`src/design/cbp_pkg.sv`:
```
// Purpose: Shared constants for the contactless block protocol controller
// Assumes: Single core clock, blocks delivered already deframed and CRC-checked
// Notes:   Block control byte codings follow the common proximity block layout
package cbp_pkg;
  // Block type field, control byte bits 7:6
  localparam logic [1:0] PCB_TYPE_I = 2'h0;  // Information block
  localparam logic [1:0] PCB_TYPE_R = 2'h2;  // Receive-ready block
  localparam logic [1:0] PCB_TYPE_S = 2'h3;  // Supervisory block
  // Field positions inside the control byte
  localparam int PCB_BN_BIT    = 0;   // Block number
  localparam int PCB_CHAIN_BIT = 4;   // Chaining indication
  localparam int PCB_NAK_BIT   = 4;   // R-block: NAK when set
  localparam int PCB_CID_BIT   = 3;   // Card identifier follows
  localparam int PCB_NAD_BIT   = 2;   // Node address follows
  // Complete control bytes sent by the transponder (bn is OR-ed into the I and R bytes)
  localparam logic [7:0] PCB_I_BASE    = 8'h02;  // I-block, no chaining
  localparam logic [7:0] PCB_R_ACK     = 8'ha2;  // R(ACK)
  localparam logic [7:0] PCB_S_DESEL   = 8'hc2;  // S(DESELECT)
  localparam logic [1:0] S_KIND_DESEL  = 2'h0;   // Bits 5:4 of DESELECT
  // Block number after activation
  localparam logic       BN_RESET      = 1'h1;
  // Upper-layer command checks
  localparam logic [7:0] CLA_ONLY      = 8'h00;  // Only supported class
  localparam logic [7:0] SW1_BAD_CLA   = 8'h6e;  // Class error status
  localparam logic [7:0] SW2_BAD_CLA   = 8'h00;
  // Family identifier wildcard
  localparam logic [7:0] AFI_ALL       = 8'h00;
  localparam logic [3:0] NIB_ZERO      = 4'h0;
  // Controller states
  typedef enum logic [1:0] {
    ST_IDLE  = 2'b00,   // Deselected, waiting for activation
    ST_READY = 2'b01,   // Active, waiting for a block
    ST_APP   = 2'b10    // Waiting for the application reply
  } cbp_state_t;
  // Kind of outgoing block
  typedef enum logic [2:0] {
    TX_NONE  = 3'b000,
    TX_I     = 3'b001,
    TX_R_ACK = 3'b010,
    TX_S_DES = 3'b011,
    TX_CLA   = 3'b100
  } cbp_tx_t;
endpackage

```
`src/design/cbp_afi_match.sv`:
```
// Purpose: Decide whether a family request addresses this transponder
// Assumes: Stored family value is stable while a request is judged
// Notes:   Purely combinational; the top registers the verdict
`timescale 1ns/1ps
`default_nettype none
module cbp_afi_match (
  input  wire logic [7:0] req_afi,     // Family value from the request
  input  wire logic [7:0] own_afi,     // Stored family value
  output logic            match        // Request addresses us
);
  logic hi_wild;  // Form 0xY0
  logic lo_wild;  // Form 0x0Y

  // Wildcard forms compare one nibble only
  always_comb
  begin
    hi_wild = (req_afi[3:0] == cbp_pkg::NIB_ZERO) && (req_afi[7:4] != cbp_pkg::NIB_ZERO);
    lo_wild = (req_afi[7:4] == cbp_pkg::NIB_ZERO) && (req_afi[3:0] != cbp_pkg::NIB_ZERO);
    if (req_afi == cbp_pkg::AFI_ALL)
      match = 1'b1;
    else if (hi_wild)
      match = (req_afi[7:4] == own_afi[7:4]);
    else if (lo_wild)
      match = (req_afi[3:0] == own_afi[3:0]);
    else
      match = (req_afi == own_afi);
  end
endmodule
`default_nettype wire

```
`src/design/cbp_ctrl.sv`:
```
// Purpose: Transponder-side block protocol controller (numbering, chaining, retransmit)
// Assumes: Frames arrive deframed; one strobe per received block with its control byte
// Notes:   Reply payload bytes live in the application; this block picks the block kind
`timescale 1ns/1ps
`default_nettype none
module cbp_ctrl (
  input  wire logic       mclk,          // Core clock, 10 MHz
  input  wire logic       rst_b,         // Asynchronous reset, active low
  input  wire logic       activate,      // Pulse: transponder activated
  input  wire logic       reqb_valid,    // Pulse: family request received
  input  wire logic [7:0] reqb_afi,      // Family value of the request
  input  wire logic [7:0] own_afi,       // Stored family value
  input  wire logic       rx_valid,      // Pulse: block received
  input  wire logic [7:0] rx_pcb,        // Control byte of that block
  input  wire logic [7:0] rx_cla,        // First payload byte (class)
  input  wire logic       rx_bad,        // Block malformed
  input  wire logic       app_done,      // Pulse: application reply ready
  input  wire logic       app_chain,     // Reply continues in another block
  output logic            reqb_answer,   // Pulse: send request answer
  output logic            app_start,     // Pulse: pass command to application
  output logic            app_next,      // Pulse: application advances reply
  output logic            tx_valid,      // Pulse: send a block
  output logic [7:0]      tx_pcb,        // Control byte of that block
  output logic            tx_resend,     // Block repeats the kept I-block
  output logic            tx_status,     // Block carries the class error status
  output logic [15:0]     tx_sw,         // Status word for class error
  output logic            active,        // Protocol active
  output logic            deselected     // Pulse: left the protocol
);
  cbp_pkg::cbp_state_t st_q, st_d;     // Controller state
  logic       bn_q, bn_d;              // Own block number
  logic       chain_q, chain_d;        // We are sending a chained reply
  logic       kept_q, kept_d;          // Last I-block held for retransmit
  logic [7:0] last_q, last_d;          // Control byte of the kept I-block
  logic       txv_q, txv_d;
  logic [7:0] txp_q, txp_d;
  logic       rs_q, rs_d;
  logic       ts_q, ts_d;
  logic       ra_q, ra_d;
  logic       as_q, as_d;
  logic       an_q, an_d;
  logic       ds_q, ds_d;
  logic       act_q, act_d;            // Protocol active, registered for the port
  logic       afi_hit;                 // Family request addresses us
  logic [1:0] rtype;                   // Received block type
  logic       rbn;                     // Received block number
  logic       ill;                     // Illegal prologue

  cbp_afi_match u_afi (
    .req_afi (reqb_afi),
    .own_afi (own_afi),
    .match   (afi_hit)
  );

  // Decode of the incoming control byte
  always_comb
  begin
    rtype = rx_pcb[7:6];
    rbn   = rx_pcb[cbp_pkg::PCB_BN_BIT];
    // Identifier fields are unsupported, so such a block is dropped
    ill   = rx_bad || rx_pcb[cbp_pkg::PCB_CID_BIT]
          || (rtype == cbp_pkg::PCB_TYPE_I && rx_pcb[cbp_pkg::PCB_NAD_BIT]);
  end

  // Next-state logic; only the reader opens an exchange, we only answer
  always_comb
  begin
    st_d    = st_q;
    bn_d    = bn_q;
    chain_d = chain_q;
    kept_d  = kept_q;
    last_d  = last_q;
    txv_d   = 1'b0;
    txp_d   = txp_q;
    rs_d    = 1'b0;
    ts_d    = 1'b0;
    ra_d    = 1'b0;
    as_d    = 1'b0;
    an_d    = 1'b0;
    ds_d    = 1'b0;
    // Family request is judged in any state
    if (reqb_valid && afi_hit)
      ra_d = 1'b1;
    if (activate)
    begin
      st_d    = cbp_pkg::ST_READY;
      bn_d    = cbp_pkg::BN_RESET;
      chain_d = 1'b0;
      kept_d  = 1'b0;
    end
    else
    begin
      case (st_q)
        cbp_pkg::ST_IDLE:
        begin
          st_d = cbp_pkg::ST_IDLE;     // Silent until activated
        end
        cbp_pkg::ST_READY:
        begin
          if (rx_valid && !ill)
          begin
            case (rtype)
              cbp_pkg::PCB_TYPE_I:
              begin
                bn_d   = ~bn_q;
                kept_d = 1'b0;         // New command acknowledges our last I
                if (rx_pcb[cbp_pkg::PCB_CHAIN_BIT])
                begin
                  txv_d = 1'b1;
                  txp_d = cbp_pkg::PCB_R_ACK | {7'h00, ~bn_q};
                end
                else if (rx_cla != cbp_pkg::CLA_ONLY)
                begin
                  txv_d  = 1'b1;
                  ts_d   = 1'b1;
                  txp_d  = cbp_pkg::PCB_I_BASE | {7'h00, ~bn_q};
                  kept_d = 1'b1;
                  last_d = cbp_pkg::PCB_I_BASE | {7'h00, ~bn_q};
                end
                else
                begin
                  as_d = 1'b1;
                  st_d = cbp_pkg::ST_APP;
                end
              end
              cbp_pkg::PCB_TYPE_R:
              begin
                if (rbn == bn_q)
                begin
                  // Repeat of our kept I-block, if one is kept; number unchanged
                  if (kept_q)
                  begin
                    txv_d = 1'b1;
                    rs_d  = 1'b1;
                    txp_d = last_q;
                  end
                end
                else if (rx_pcb[cbp_pkg::PCB_NAK_BIT])
                begin
                  txv_d = 1'b1;
                  txp_d = cbp_pkg::PCB_R_ACK | {7'h00, bn_q};
                end
                else
                begin
                  bn_d   = ~bn_q;
                  kept_d = 1'b0;
                  if (chain_q)
                  begin
                    an_d = 1'b1;
                    st_d = cbp_pkg::ST_APP;
                  end
                end
              end
              cbp_pkg::PCB_TYPE_S:
              begin
                // Only DESELECT is known; other S requests are ignored
                if (rx_pcb[5:4] == cbp_pkg::S_KIND_DESEL)
                begin
                  txv_d = 1'b1;
                  txp_d = cbp_pkg::PCB_S_DESEL;
                  ds_d  = 1'b1;
                  st_d  = cbp_pkg::ST_IDLE;
                end
              end
              default:
              begin
                st_d = cbp_pkg::ST_READY;
              end
            endcase
          end
        end
        cbp_pkg::ST_APP:
        begin
          // The reply is always an I-block, never a wait extension
          if (app_done)
          begin
            txv_d   = 1'b1;
            txp_d   = cbp_pkg::PCB_I_BASE | {3'h0, app_chain, 3'h0, bn_q};
            chain_d = app_chain;
            kept_d  = 1'b1;
            last_d  = cbp_pkg::PCB_I_BASE | {3'h0, app_chain, 3'h0, bn_q};
            st_d    = cbp_pkg::ST_READY;
          end
        end
        default:
        begin
          st_d = cbp_pkg::ST_IDLE;
        end
      endcase
    end
    // Flag follows the next state so the port comes straight from a flop
    act_d = (st_d != cbp_pkg::ST_IDLE);
  end

  // State registers
  always_ff @(posedge mclk or negedge rst_b)
  begin
    if (!rst_b)
    begin
      st_q    <= cbp_pkg::ST_IDLE;
      bn_q    <= cbp_pkg::BN_RESET;
      chain_q <= 1'b0;
      kept_q  <= 1'b0;
      last_q  <= 8'h00;
      txv_q   <= 1'b0;
      txp_q   <= 8'h00;
      rs_q    <= 1'b0;
      ts_q    <= 1'b0;
      ra_q    <= 1'b0;
      as_q    <= 1'b0;
      an_q    <= 1'b0;
      ds_q    <= 1'b0;
      act_q   <= 1'b0;
    end
    else
    begin
      st_q    <= st_d;
      bn_q    <= bn_d;
      chain_q <= chain_d;
      kept_q  <= kept_d;
      last_q  <= last_d;
      txv_q   <= txv_d;
      txp_q   <= txp_d;
      rs_q    <= rs_d;
      ts_q    <= ts_d;
      ra_q    <= ra_d;
      as_q    <= as_d;
      an_q    <= an_d;
      ds_q    <= ds_d;
      act_q   <= act_d;
    end
  end

  // Outputs straight from flip-flops, except tx_sw which is a constant
  always_comb
  begin
    tx_valid    = txv_q;
    tx_pcb      = txp_q;
    tx_resend   = rs_q;
    tx_status   = ts_q;
    tx_sw       = {cbp_pkg::SW1_BAD_CLA, cbp_pkg::SW2_BAD_CLA};
    reqb_answer = ra_q;
    app_start   = as_q;
    app_next    = an_q;
    active      = act_q;
    deselected  = ds_q;
  end
endmodule
`default_nettype wire

```
`config.mk`:
```
export PLATFORM = sky130hd
export DESIGN_NAME = cbp_ctrl
export DESIGN_NICKNAME = d
export VERILOG_FILES = /design/src/design/cbp_pkg.sv /design/src/design/cbp_afi_match.sv /design/src/design/cbp_ctrl.sv
export SDC_FILE = /design/constraint.sdc
export NUM_CORES = 1
export LEC_CHECK = 0
export ABC_AREA = 1
export BUFFER_PORTS_ARGS = -buffer_cell sky130_fd_sc_hd__buf_4
export CORE_MARGIN = 5
export CORE_UTILIZATION = 43
export DETAILED_ROUTE_END_ITERATION = 10
export PLACE_DENSITY = 0.79
export SLEW_MARGIN = 20
export SYNTH_ARGS = -nofsm -noshare
export SYNTH_HDL_FRONTEND = slang
export SYNTH_SLANG_ARGS = --single-unit
```
`constraint.sdc`:
```
create_clock -name mclk -period 1.6 [get_ports mclk]
set_input_delay 0.16 -clock mclk [delete_from_list [all_inputs] [get_ports mclk]]
set_output_delay 0.16 -clock mclk [all_outputs]
set_load 0.03 [all_outputs]
```
---- After elaboration in Yosys (flattened, before gate mapping) ----
Index checks and enable logic that the tools add are counted.
Widths: inputs -> output; s select.
storage, ports and cells
  register bits ........................... 29
  bits of input ports ..................... 40
  logic and storage cells ................. 153
cells by class
  equal/unequal tests ..................... 25
  mux-type cells .......................... 83
  bitwise gates (word level) .............. 2
  reductions and logical operators ........ 29
operator list
  kind                number
  $mux 8              11
  $mux 1              53
  $pmux 8 s2          2
  $pmux 8 s3          1
  $ne 4x4->1 const B  5
  $mux 2              9
  $ne 3x3->1 const B  5
  $reduce_bool 2->1   6
  $ne 2x2->1 const B  5
  $reduce_and 9->1    1
  $eq 4x4->1          2
  $eq 8x8->1          1
  $logic_not 4->1     2
  $logic_not 8->1     1
  $ne 4x3->1 const B  2
  $pmux 1 s2          4
  $reduce_bool 4->1   2
  $reduce_bool 8->1   1
  $reduce_and 7->1    1
  $eq 2x2->1 const B  3
  $pmux 2 s3          1
  $reduce_and 6->1    1
  $reduce_bool 3->1   2
  $logic_and 1x1->1   5
  other kinds (10)    13

---- Logic depth before layout (Yosys ltp) ----
Gate-level depths: netlist of run 1.
  depth in word-level cells ............... 9
  gate-level depth with buffers ........... 12
  gate-level depth less buffers ........... 12

---- Hierarchy ----
From an unflattened synthesis of run 1, not the netlist that was laid out.
unflattened totals
  cell total of the unflattened synthesis .. 250
  area, all modules ....................... 1,762.9 um2
by module, submodules not included
  module         times used  cells each  area an instance (um2)  sequential area each (um2)
  cbp_ctrl       1           198         1,560.2                 551.8
  cbp_afi_match  1           52          202.7                   0.0

---- Least setup slack after synthesis of run 1 ----
No wires, ideal clock.
  path kind ............................... flip-flop to flip-flop
  start point ............................. register st_q[0]
  end point ............................... register txp_q[4] (netlist: tx_pcb[4])
  library setup time ...................... 123 ps
  data arrival time ....................... 1,377 ps
  required time ........................... 1,477 ps
  slack ................................... 100 ps
  stages on the path, launching flop included .. 12
  path through ............................ dfrtp_1 -> inv_1 -> ha_1 -> buf_6 -> inv_4 -> nand2_2 -> nand2_1 -> nor2_2 -> nand4_4 -> buf_6 -> nand2_2 -> o21ai_2
on the way
  longest elaborated chain between the ends .. 3
  elaborated cells on any way between the ends .. 12
  those cells by class .................... 9 x eq/ne; 1 x mux; 2 x reduce/logical
ends and longest elaborated chain
  what                                             line             source
  from (decl)                                      cbp_ctrl.sv:30   cbp_pkg::cbp_state_t st_q, st_d;
  from (signal assigned)                           cbp_ctrl.sv:200  st_q <= cbp_pkg::ST_IDLE;
  from (signal assigned)                           cbp_ctrl.sv:217  st_q <= st_d;
  $eq 2x1->1 / $eq 2x2->1 (equally long branches)  cbp_ctrl.sv:93   case (st_q)
  $ne 4x3->1 (no line) (tied with other cells)     -
  $reduce_and 9->1 (no line)                       -
  to (signal assigned)                             cbp_ctrl.sv:223  txp_q <= txp_d;
  to (decl)                                        cbp_ctrl.sv:36   logic [7:0] txp_q, txp_d;
Parallel ways exist; a longest one is shown, timed or not.
A chain may end at the register's enable or synchronous reset.

---- Final worst setup path of run 1 ----
  start point ............................. register st_q[0]
  end point ............................... register txp_q[1] (netlist: tx_pcb[1])
Same word-level chain as after synthesis.

==> results of run 1 <==
-- final cells by class --
class,instances,area (µm²),area share [%]
Inverter,28,108,4.65
Tap cell,50,62.6,2.71
Multi-Input combinational cell,174,1020,44.2
Timing Repair Buffer,67,513,22.2
Clock buffer,4,55.1,2.38
Sequential cell,22,552,23.9
-- stage by stage --
stage,worst slack [ns],TNS (ns)
floorplan,0.0996,0
global placement,-0.0122,-0.0122
detailed placement,-0.0412,-0.0868
CTS,-0.0141,-0.0357
global route,-0.0786,-0.421
finish,0.00773,0
-- layer usage --
layer / vias up / track usage (%) / part of all wire [%]
li1: 832 / - / -
met1: 744 / 19.1 / 41
met2: 70 / 28.4 / 49
met3: 12 / 3.83 / 7.5
met4: 0 / 4.30 / 3.0
met5: - / 0 / 0
-- cell usage after synthesis --
cell	number
sky130_fd_sc_hd__nand2_4	3
sky130_fd_sc_hd__nor4_1	1
sky130_fd_sc_hd__buf_6	3
sky130_fd_sc_hd__inv_2	7
sky130_fd_sc_hd__a32oi_1	1
sky130_fd_sc_hd__a21oi_1	7
sky130_fd_sc_hd__inv_1	19
sky130_fd_sc_hd__dfstp_2	1
sky130_fd_sc_hd__inv_4	1
sky130_fd_sc_hd__buf_4	19
sky130_fd_sc_hd__clkinv_1	1
sky130_fd_sc_hd__nand2_2	10
sky130_fd_sc_hd__nand3_1	6
sky130_fd_sc_hd__o21ai_0	5
sky130_fd_sc_hd__nand2_1	57
sky130_fd_sc_hd__xnor2_1	8
sky130_fd_sc_hd__nor2_2	2
sky130_fd_sc_hd__nor2_1	21
sky130_fd_sc_hd__nand3_2	4
sky130_fd_sc_hd__conb_1	2
sky130_fd_sc_hd__o211ai_1	2
sky130_fd_sc_hd__dfrtp_1	21
sky130_fd_sc_hd__a41oi_1	1
sky130_fd_sc_hd__nor2_4	1
sky130_fd_sc_hd__ha_1	6
sky130_fd_sc_hd__o221ai_1	1
sky130_fd_sc_hd__nor3_1	7
sky130_fd_sc_hd__o21ai_1	1
sky130_fd_sc_hd__nand4_1	3
sky130_fd_sc_hd__o21ai_2	6
sky130_fd_sc_hd__nand4_4	1
sky130_fd_sc_hd__o41ai_1	1
-- worst max path at each step --
stage | start | end | depth (start not counted)
after floorplan | st_q[0] | tx_pcb[4] | 11
after global placement | st_q[0] | tx_pcb[1] | 9
after detailed placement | st_q[0] | tx_pcb[1] | 9
after CTS | st_q[0] | tx_pcb[1] | 9
after global routing | st_q[0] | st_q[1] | 11
final | st_q[0] | tx_pcb[1] | 8
-- flip-flops by register name, indices dropped and copies added, names as in the netlist --
signal and count:
tx_pcb 6, last_q 3, st_q 2, active 1, app_next 1, app_start 1
bn_q 1, chain_q 1, deselected 1, kept_q 1, reqb_answer 1, tx_resend 1
tx_status 1, tx_valid 1
-- worst reg2reg max path: stages (launching register included) --
cell	delay [ns]
sky130_fd_sc_hd__dfrtp_1	0.42
sky130_fd_sc_hd__buf_6	0.13
sky130_fd_sc_hd__ha_4	0.16
sky130_fd_sc_hd__buf_6	0.13
sky130_fd_sc_hd__buf_4	0.13
sky130_fd_sc_hd__nand3_2	0.13
sky130_fd_sc_hd__nand4_4	0.20
sky130_fd_sc_hd__nand2_2	0.13
sky130_fd_sc_hd__o21ai_2	0.05
-- kinds of logic after synthesis --
kind of cell	Yosys count	synth area share [%]
compound gates	25	9.74
xor+xnor	8	4.07
fa+ha+maj	6	4.36
buf+inv	50	16.5
flops	22	32.1
other cells	2	0.437
simple gates	116	32.8
-- power by group --
group          switching, µW  leakage [µW]  total, µW  internal [µW]
sequential              34.3      0.000283        643            608
combinational            364      0.000871        604            240
clock                    172     0.0000288        391            219
-- timing repair --
action / 4_1_cts / 5_1_grt
setup endpoints to repair: 8 / 15
pin swaps: 3 / 6
cloned: 1 / 0
setup buffers: 1 / 5
resized for setup: 3 / 16
hold buffers: 1 / 0
endpoints found under the hold margin: 21 / 0
==> results.json, run 1 <==
{
  "timing.setup.critical_path_class": "register to register",
  "grt_first_pass_wirelength_mm": 6.77,
  "ys_ff_latch": 22,
  "synthDistinctLibCells": 32,
  "dp_cells": 333,
  "synthesis.instances": 229,
  "clock_skew_ns": 0.00448,
  "critical_path_buf_inv_count": 3,
  "timing.critical_path.required_ns": 1.75,
  "dr.first_iter.drc_count": 85,
  "syn_area_um2": 1720,
  "core-area_um2": 3940,
  "hold_path.class": "primary input to register",
  "crit_path_start_kind": "register",
  "dp_hpwl_mm": 3.25,
  "count_of_placed_standard_cells_in_the_final_layout_fillers_left_out": 345,
  "path_cells": "buf_6 -> ha_4 -> buf_6 -> buf_4 -> nand3_2 -> nand4_4 -> nand2_2 -> o21ai_2",
  "cts_tree": "yes",
  "cts_inserted_buffers": 3,
  "dieWidth_um": 73.3,
  "yosysWarningCount": 0,
  "cp-end-kind": "register",
  "die-height_um": 73.3,
  "critPathMaxStageDelay_ns": 0.42,
  "critical_path.top_delay_family": "simple AND/OR/NAND/NOR gates",
  "maxCapViolations": 0,
  "synth_area_per_cell_um2": 7.51,
  "grt_max_degree": 23,
  "root_buffer": "sky130_fd_sc_hd__clkbuf_8",
  "final_layout_size_suffix_gt1_share_pct": 40.7,
  "path_common_cell": "sky130_fd_sc_hd__buf_6",
  "hold-worst-slack_ns": 0.0808,
  "worst_setup_hold_path_clk_slew_ns": 0.08,
  "initial_antenna_violation_count": 0,
  "crit_arrival_ns": 1.74,
  "timing_hold_violations_final": 0,
  "reg2reg_slack_ns": 0.008,
  "detailroute.via_count": 1658,
  "vdd_ir_drop_max_mv": 0.613,
  "global_route.usage.total_pct": 16.0,
  "cp_slowest_cell": "sky130_fd_sc_hd__dfrtp_1",
  "postLayoutCellArea_um2": 2310,
  "post_drt_via_cell_ratio": 4.81,
  "globalRoute.totalOverflow": 0,
  "final_core_utilization_pct": 58.6,
  "post-route-min-period_ns": 1.59,
  "finalSetupViolations": 0,
  "leakage_uw": 0.00118,
  "clkLatencyLatePin_ns": 0.26,
  "cts.sink_count": 22,
  "drt_pre_antenna_iters": 4,
  "routedWlPerCell_um": 12.2,
  "fin_crit_sh_pct": 99.5,
  "design_power_total_uw": 1640,
  "layout.cells.most_common": "sky130_fd_sc_hd__buf_4",
  "row_count": 23,
  "routabilityCongestion": 0.975,
  "port_buffer_count": 52,
  "result_of_the_run": "complete, no violations",
  "synth_top_area_share_pct": 30.5,
  "synth_seq_area_share_pct": 32.1,
  "top_library_cells_by_usage_in_the_layout_fill_and_taps_aside": "64 x sky130_fd_sc_hd__buf_4, 53 x sky130_fd_sc_hd__nand2_1, 21 x sky130_fd_sc_hd__dfrtp_1",
  "r2r.worst_path.cells": 8,
  "die-area_um2": 5370,
  "critical_path.reg2reg.endpoint": "tx_pcb[1]",
  "rsz_0062_raised_after_global_routing": "true",
  "antenna-diode-count": 0,
  "ctsLongestPathBuffers": 2,
  "postPlaceCellArea_um2": 2120,
  "remaining_drc_errors": 0,
  "endpoint_of_the_worst_hold_timing_path": "st_q[1]",
  "min_path_cells": 2,
  "via_count_of_the_first_global_routing_pass": 1586,
  "final_antenna_net_count": 0,
  "area.growth.synth_to_final_pct": 34.4,
  "ioPinCount": 72,
  "synth.top_cells.by_area": "sky130_fd_sc_hd__dfrtp_1 31%, sky130_fd_sc_hd__nand2_1 12%, sky130_fd_sc_hd__buf_4 8.3%",
  "cts-htree-levels": 1,
  "timing.fmax_ghz": 0.628,
  "nets": 342,
  "crit-reg2reg-launch": "st_q[0]",
  "cp_max_fo": 6,
  "slew_limit_fails": 0,
  "p_per_area_nw_per_um2": 708,
  "effective_utilization_at_floorplan_pct": 43.6,
  "routed_wl_mm": 4.22,
  "min-delay-start": "activate",
  "synth_area_leader": "sky130_fd_sc_hd__dfrtp_1",
  "num-fill-cells": 374
}
(Power assumes the default switching activity.)
==> run 2: changes to the inputs <==
Settings changed: CELL_PAD_IN_SITES_DETAIL_PLACEMENT from default to 1, CELL_PAD_IN_SITES_GLOBAL_PLACEMENT from default to 2, CORE_UTILIZATION 43 to 23, TNS_END_PERCENT from default to 10.
==> results.json, run 2 (same netlist as run 1, synthesis figures left out) <==
{
  "result_of_the_run": "complete, no violations",
  "design_power_total_uw": 1830,
  "globalRoute.totalOverflow": 0,
  "critical_path_buf_inv_count": 2,
  "critPathCapture": "tx_pcb[1]",
  "cp.depth": 9,
  "post_drt_via_cell_ratio": 4.18,
  "crit_arrival_ns": 1.76,
  "path_cells": "inv_2 -> ha_4 -> buf_4 -> nand3_2 -> nand2_2 -> nor2_4 -> nand4_4 -> nand2_2 -> o21ai_2",
  "grt_first_pass_wirelength_mm": 8.44,
  "final_antenna_net_count": 0,
  "path_common_cell": "sky130_fd_sc_hd__nand2_2",
  "clkLatencyLatePin_ns": 0.27,
  "top_library_cells_by_usage_in_the_layout_fill_and_taps_aside": "71 x sky130_fd_sc_hd__buf_4, 53 x sky130_fd_sc_hd__nand2_1, 20 x sky130_fd_sc_hd__dfrtp_1",
  "clock_skew_ns": 0.00111,
  "dp_hpwl_mm": 4.16,
  "dr.first_iter.drc_count": 71,
  "via_count_of_the_first_global_routing_pass": 1742,
  "port_buffer_count": 52,
  "final_layout_size_suffix_gt1_share_pct": 42.3,
  "routed_wl_mm": 5.32,
  "maxCapViolations": 0,
  "postPlaceCellArea_um2": 2240,
  "layout.cells.most_common": "sky130_fd_sc_hd__buf_4",
  "die-height_um": 96.5,
  "routabilityCongestion": 0.875,
  "portion_of_total_power_attributed_to_the_clock_network_pct": 30.2,
  "p_per_area_nw_per_um2": 744,
  "effective_utilization_at_floorplan_pct": 23.7,
  "comb_power_share_pct": 34.5,
  "reg2reg_slack_ns": 0.01,
  "use_met1_pct": 15.4,
  "grt_max_degree": 23,
  "critPathLaunch": "st_q[1]",
  "timing.fmax_ghz": 0.629,
  "leakage_uw": 0.00121,
  "worst_setup_hold_path_clk_slew_ns": 0.09,
  "busiest_layer": "met2",
  "detailroute.via_count": 1668,
  "multi_input_comb_area_um2": 1060,
  "routedWlPerCell_um": 13.3,
  "global_route.usage.total_pct": 11.8,
  "area.growth.synth_to_final_pct": 43.1,
  "row_count": 31,
  "grt.met3_usage_pct": 1.63,
  "slew_limit_fails": 0,
  "met2_usage_pct": 19.9,
  "vdd_ir_drop_max_mv": 0.240,
  "num-fill-cells": 897,
  "cts-htree-levels": 1,
  "crit-reg2reg-launch": "st_q[1]",
  "sequential_cell_area_um2": 553,
  "nets": 347,
  "cp-end-kind": "register",
  "critical_path.reg2reg.endpoint": "tx_pcb[1]",
  "dieWidth_um": 96.5,
  "critical_path.top_delay_family": "simple AND/OR/NAND/NOR gates",
  "hold_path.class": "primary input to register",
  "root_buffer": "sky130_fd_sc_hd__clkbuf_8",
  "post-route-min-period_ns": 1.59,
  "postLayoutCellArea_um2": 2460,
  "finalSetupViolations": 0,
  "r2r.worst_path.cells": 9,
  "cts_inserted_buffers": 3,
  "antenna-diode-count": 0,
  "rsz_0062_raised_after_global_routing": "true",
  "crit_path_start_kind": "register",
  "fin_crit_sh_pct": 99.4,
  "power.net_switching_uw": 638,
  "ctsLongestPathBuffers": 2,
  "flip_flop_count_of_the_largest_register_after_layout": 6,
  "cp_max_fo": 6,
  "p_seq_share_pct": 35.2,
  "p_sw_share_pct": 34.8,
  "power.internal_uw": 1190,
  "timing.critical_path.required_ns": 1.77,
  "drt_pre_antenna_iters": 4,
  "remaining_drc_errors": 0,
  "cp_slowest_cell": "sky130_fd_sc_hd__dfrtp_1",
  "core-area_um2": 7250,
  "cts.sink_count": 22,
  "initial_antenna_violation_count": 0,
  "ioPinCount": 72,
  "timing.setup.critical_path_class": "register to register",
  "die-area_um2": 9310,
  "cts_tree": "yes",
  "critPathMaxStageDelay_ns": 0.43,
  "timing_hold_violations_final": 0
}
[run 2: cell type report]
type / count / area share [%]
Inverter: 28 / 4.37
Sequential cell: 22 / 22.5
Tap cell: 99 / 5.03
Clock buffer: 3 / 1.68
Timing Repair Buffer: 72 / 22.1
Multi-Input combinational cell: 174 / 43.2
Clock inverter: 1 / 1.22
[run 2: worst min path at each step]
stage	from	endpoint	slack, ns	cells after the start
2_1_floorplan	rst_b	active	-0.14	0
3_3_place_gp	rst_b	deselected	0.08	1
3_5_place_dp	rst_b	tx_status	0.09	1
4_1_cts	activate	st_q[1]	0.08	2
5_1_grt	activate	st_q[1]	0.08	2
6_report	activate	st_q[1]	0.07	2
[run 2: repair_timing]
action / CTS / global route
endpoints found under the setup margin: 10 / 12
hold endpoints to repair: 21 / 0
resized for setup: 5 / 19
hold buffers: 1 / 0
cloned: 1 / 0
pin swaps: 3 / 11
setup buffers: 0 / 3
[run 2: power groups by stage]
stage | registers (µW) | clock network (µW) | logic, µW
6_report | 646 | 554 | 633
5_1_grt | 654 | 582 | 689
4_1_cts | 643 | 570 | 611
3_5_place_dp | 653 | 0 | 595
3_3_place_gp | 652 | 0 | 583
2_1_floorplan | 729 | 0 | 318
[run 2: stage by stage]
step	instances	util [%]	TNS (ns)	worst slack, ns	hold slack, ns
2_1_floorplan	245	-	0	0.0996	-0.136
3_3_place_gp	390	30.9	-0.136	-0.0376	0.0836
3_5_place_dp	390	30.9	-0.424	-0.0843	0.0874
4_1_cts	396	32.5	-0.0269	-0.0154	0.0786
5_1_grt	399	33.9	-0.442	-0.0983	0.0801
6_report	399	33.9	0	0.0104	0.0691
[run 2: worst register-to-register path: stages (launching register included)]
cell and delay [ns]:
sky130_fd_sc_hd__dfrtp_1 0.43, sky130_fd_sc_hd__inv_2 0.08, sky130_fd_sc_hd__ha_4 0.18, sky130_fd_sc_hd__buf_4 0.14, sky130_fd_sc_hd__nand3_2 0.06, sky130_fd_sc_hd__nand2_2 0.06, sky130_fd_sc_hd__nor2_4 0.16, sky130_fd_sc_hd__nand4_4 0.21
sky130_fd_sc_hd__nand2_2 0.13, sky130_fd_sc_hd__o21ai_2 0.05
[run 2: metal layers]
layer / vias up / part of all wire [%]
met2: 48 / 48
met5: - / 0
met3: 5 / 5.2
li1: 837 / -
met1: 778 / 45
met4: 0 / 1.5
==> run 3: changes to the inputs <==
Settings changed: CELL_PAD_IN_SITES_DETAIL_PLACEMENT 1 to default, CELL_PAD_IN_SITES_GLOBAL_PLACEMENT 2 to default, CORE_ASPECT_RATIO from default to 1.5, CORE_UTILIZATION 23 to 43.
==> results.json, run 3 (same netlist as run 1, synthesis figures left out) <==
{
  "dp_cells": 331,
  "r2r.worst_path.cells": 8,
  "row_count": 28,
  "top_library_cells_by_usage_in_the_layout_fill_and_taps_aside": "65 x sky130_fd_sc_hd__buf_4, 55 x sky130_fd_sc_hd__nand2_1, 21 x sky130_fd_sc_hd__dfrtp_1",
  "maxCapViolations": 0,
  "use_met1_pct": 19.1,
  "num-fill-cells": 371,
  "die-height_um": 87.5,
  "final_layout_size_suffix_gt1_share_pct": 39.8,
  "layout.cells.most_common": "sky130_fd_sc_hd__buf_4",
  "timing.critical_path.required_ns": 1.76,
  "grt_first_pass_wirelength_mm": 6.81,
  "crit_path_start_kind": "register",
  "nets": 341,
  "critPathMaxStageDelay_ns": 0.41,
  "dp_hpwl_mm": 3.44,
  "final_antenna_net_count": 0,
  "layout_setup_ws_ns": 0.0557,
  "post-place-ws_ns": -0.0564,
  "dr.first_iter.drc_count": 92,
  "path_cells": "buf_4 -> ha_4 -> nand3_1 -> nand2_2 -> nor2_4 -> nand4_4 -> nand2_2 -> o21ai_2",
  "via_count_of_the_first_global_routing_pass": 1571,
  "die-area_um2": 5390,
  "leakage_uw": 0.00118,
  "cts_inserted_buffers": 3,
  "slew_limit_fails": 0,
  "detailroute.via_count": 1679,
  "global_route.usage.total_pct": 16.9,
  "result_of_the_run": "complete, no violations",
  "min_path_cells": 2,
  "hold_path.class": "primary input to register",
  "dieWidth_um": 61.6,
  "timing.setup.critical_path_class": "register to register",
  "root_buffer": "sky130_fd_sc_hd__clkbuf_8",
  "flip_flop_count_of_the_largest_register_after_layout": 6,
  "routedWlPerCell_um": 12.9,
  "routed_wl_mm": 4.39,
  "ctsLongestPathBuffers": 2,
  "critical_path_buf_inv_count": 1,
  "post_drt_via_cell_ratio": 4.95,
  "timing.fmax_ghz": 0.648,
  "routabilityCongestion": 0.866,
  "globalRoute.totalOverflow": 0,
  "critical_path.top_delay_family": "simple AND/OR/NAND/NOR gates",
  "port_buffer_count": 52,
  "area.growth.synth_to_final_pct": 33.3,
  "fin_crit_sh_pct": 96.5,
  "busiest_layer": "met2",
  "cp.depth": 8,
  "remaining_drc_errors": 0,
  "ioPinCount": 72,
  "effective_utilization_at_floorplan_pct": 43.8,
  "grt_max_degree": 23,
  "count_of_placed_standard_cells_in_the_final_layout_fillers_left_out": 339,
  "hold-worst-slack_ns": 0.0823,
  "clkLatencyLatePin_ns": 0.27,
  "rsz_0062_raised_after_global_routing": "true",
  "core-area_um2": 3920,
  "grt.met3_usage_pct": 2.08,
  "cts.sink_count": 22,
  "drt_pre_antenna_iters": 4,
  "cp_slowest_cell": "sky130_fd_sc_hd__dfrtp_1",
  "timing_hold_violations_final": 0,
  "cp-end-kind": "register",
  "cts-htree-levels": 1,
  "cts_tree": "yes",
  "finalSetupViolations": 0,
  "initial_antenna_violation_count": 0,
  "post-route-min-period_ns": 1.54,
  "p_per_area_nw_per_um2": 776,
  "worst_setup_hold_path_clk_slew_ns": 0.09,
  "crit_arrival_ns": 1.70,
  "clock_skew_ns": 0.00839,
  "cp_max_fo": 6,
  "vdd_ir_drop_max_mv": 0.630,
  "met2_usage_pct": 30.6,
  "path_common_cell": "sky130_fd_sc_hd__nand2_2",
  "antenna-diode-count": 0
}
## run 3: changes by cell type in the layout (fill, tap and decap cells not counted), sizes merged
cell	change
buf	-6
## run 3: metrics by stage
stage          setup TNS, ns  power [µW]  util [%]  area (µm²)
5_1_grt               -0.155        1880      58.5        2290
4_1_cts             -0.00119        1780      57.2        2250
3_5_place_dp          -0.173        1230      54.4        2130
3_3_place_gp         -0.0169        1220      54.4        2130
2_1_floorplan              0        1050         -        1780
6_report                   0        1780      58.5        2290
## run 3: layout make-up
class                           instances  area [µm²]  area share [%]
Multi-Input combinational cell        174        1010            44.0
Sequential cell                        22         552            24.1
Timing Repair Buffer                   66         498            21.7
Inverter                               28         108            4.69
Tap cell                               45        56.3            2.45
Clock buffer                            3        41.3            1.80
Clock inverter                          1        30.0            1.31
## run 3: final timing paths
kind                       startpoint   endpoint  slack (ns)
setup / recovery              st_q[0]  tx_pcb[4]        0.06
hold / removal               activate    st_q[1]        0.08
setup reg to reg              st_q[0]  tx_pcb[4]        0.06
min in group asynchronous       rst_b    st_q[0]        0.30
hold reg to reg                kept_q     kept_q        0.49
max in group asynchronous       rst_b       bn_q        1.02
## run 3: layer usage
layer / wire length, µm / vias to the layer above
met5: 0 / -
met4: 116 / 0
met3: 313 / 14
met2: 2440 / 66
met1: 1520 / 775
li1: - / 824
## run 3: timing repair
item / CTS / global route
pin swaps: 1 / 4
hold buffers: 1 / 0
setup endpoints to repair: 8 / 11
endpoints found under the hold margin: 21 / 0
setup buffers: 0 / 2
cloned: 1 / 0
resized for setup: 4 / 10
## run 3: where the power goes
group	internal [µW]	leakage [µW]	switching, µW
Combinational	243	0.000863	365
Sequential	608	0.000283	32.0
Clock	335	0.0000357	198
Total	1190	0.00118	595
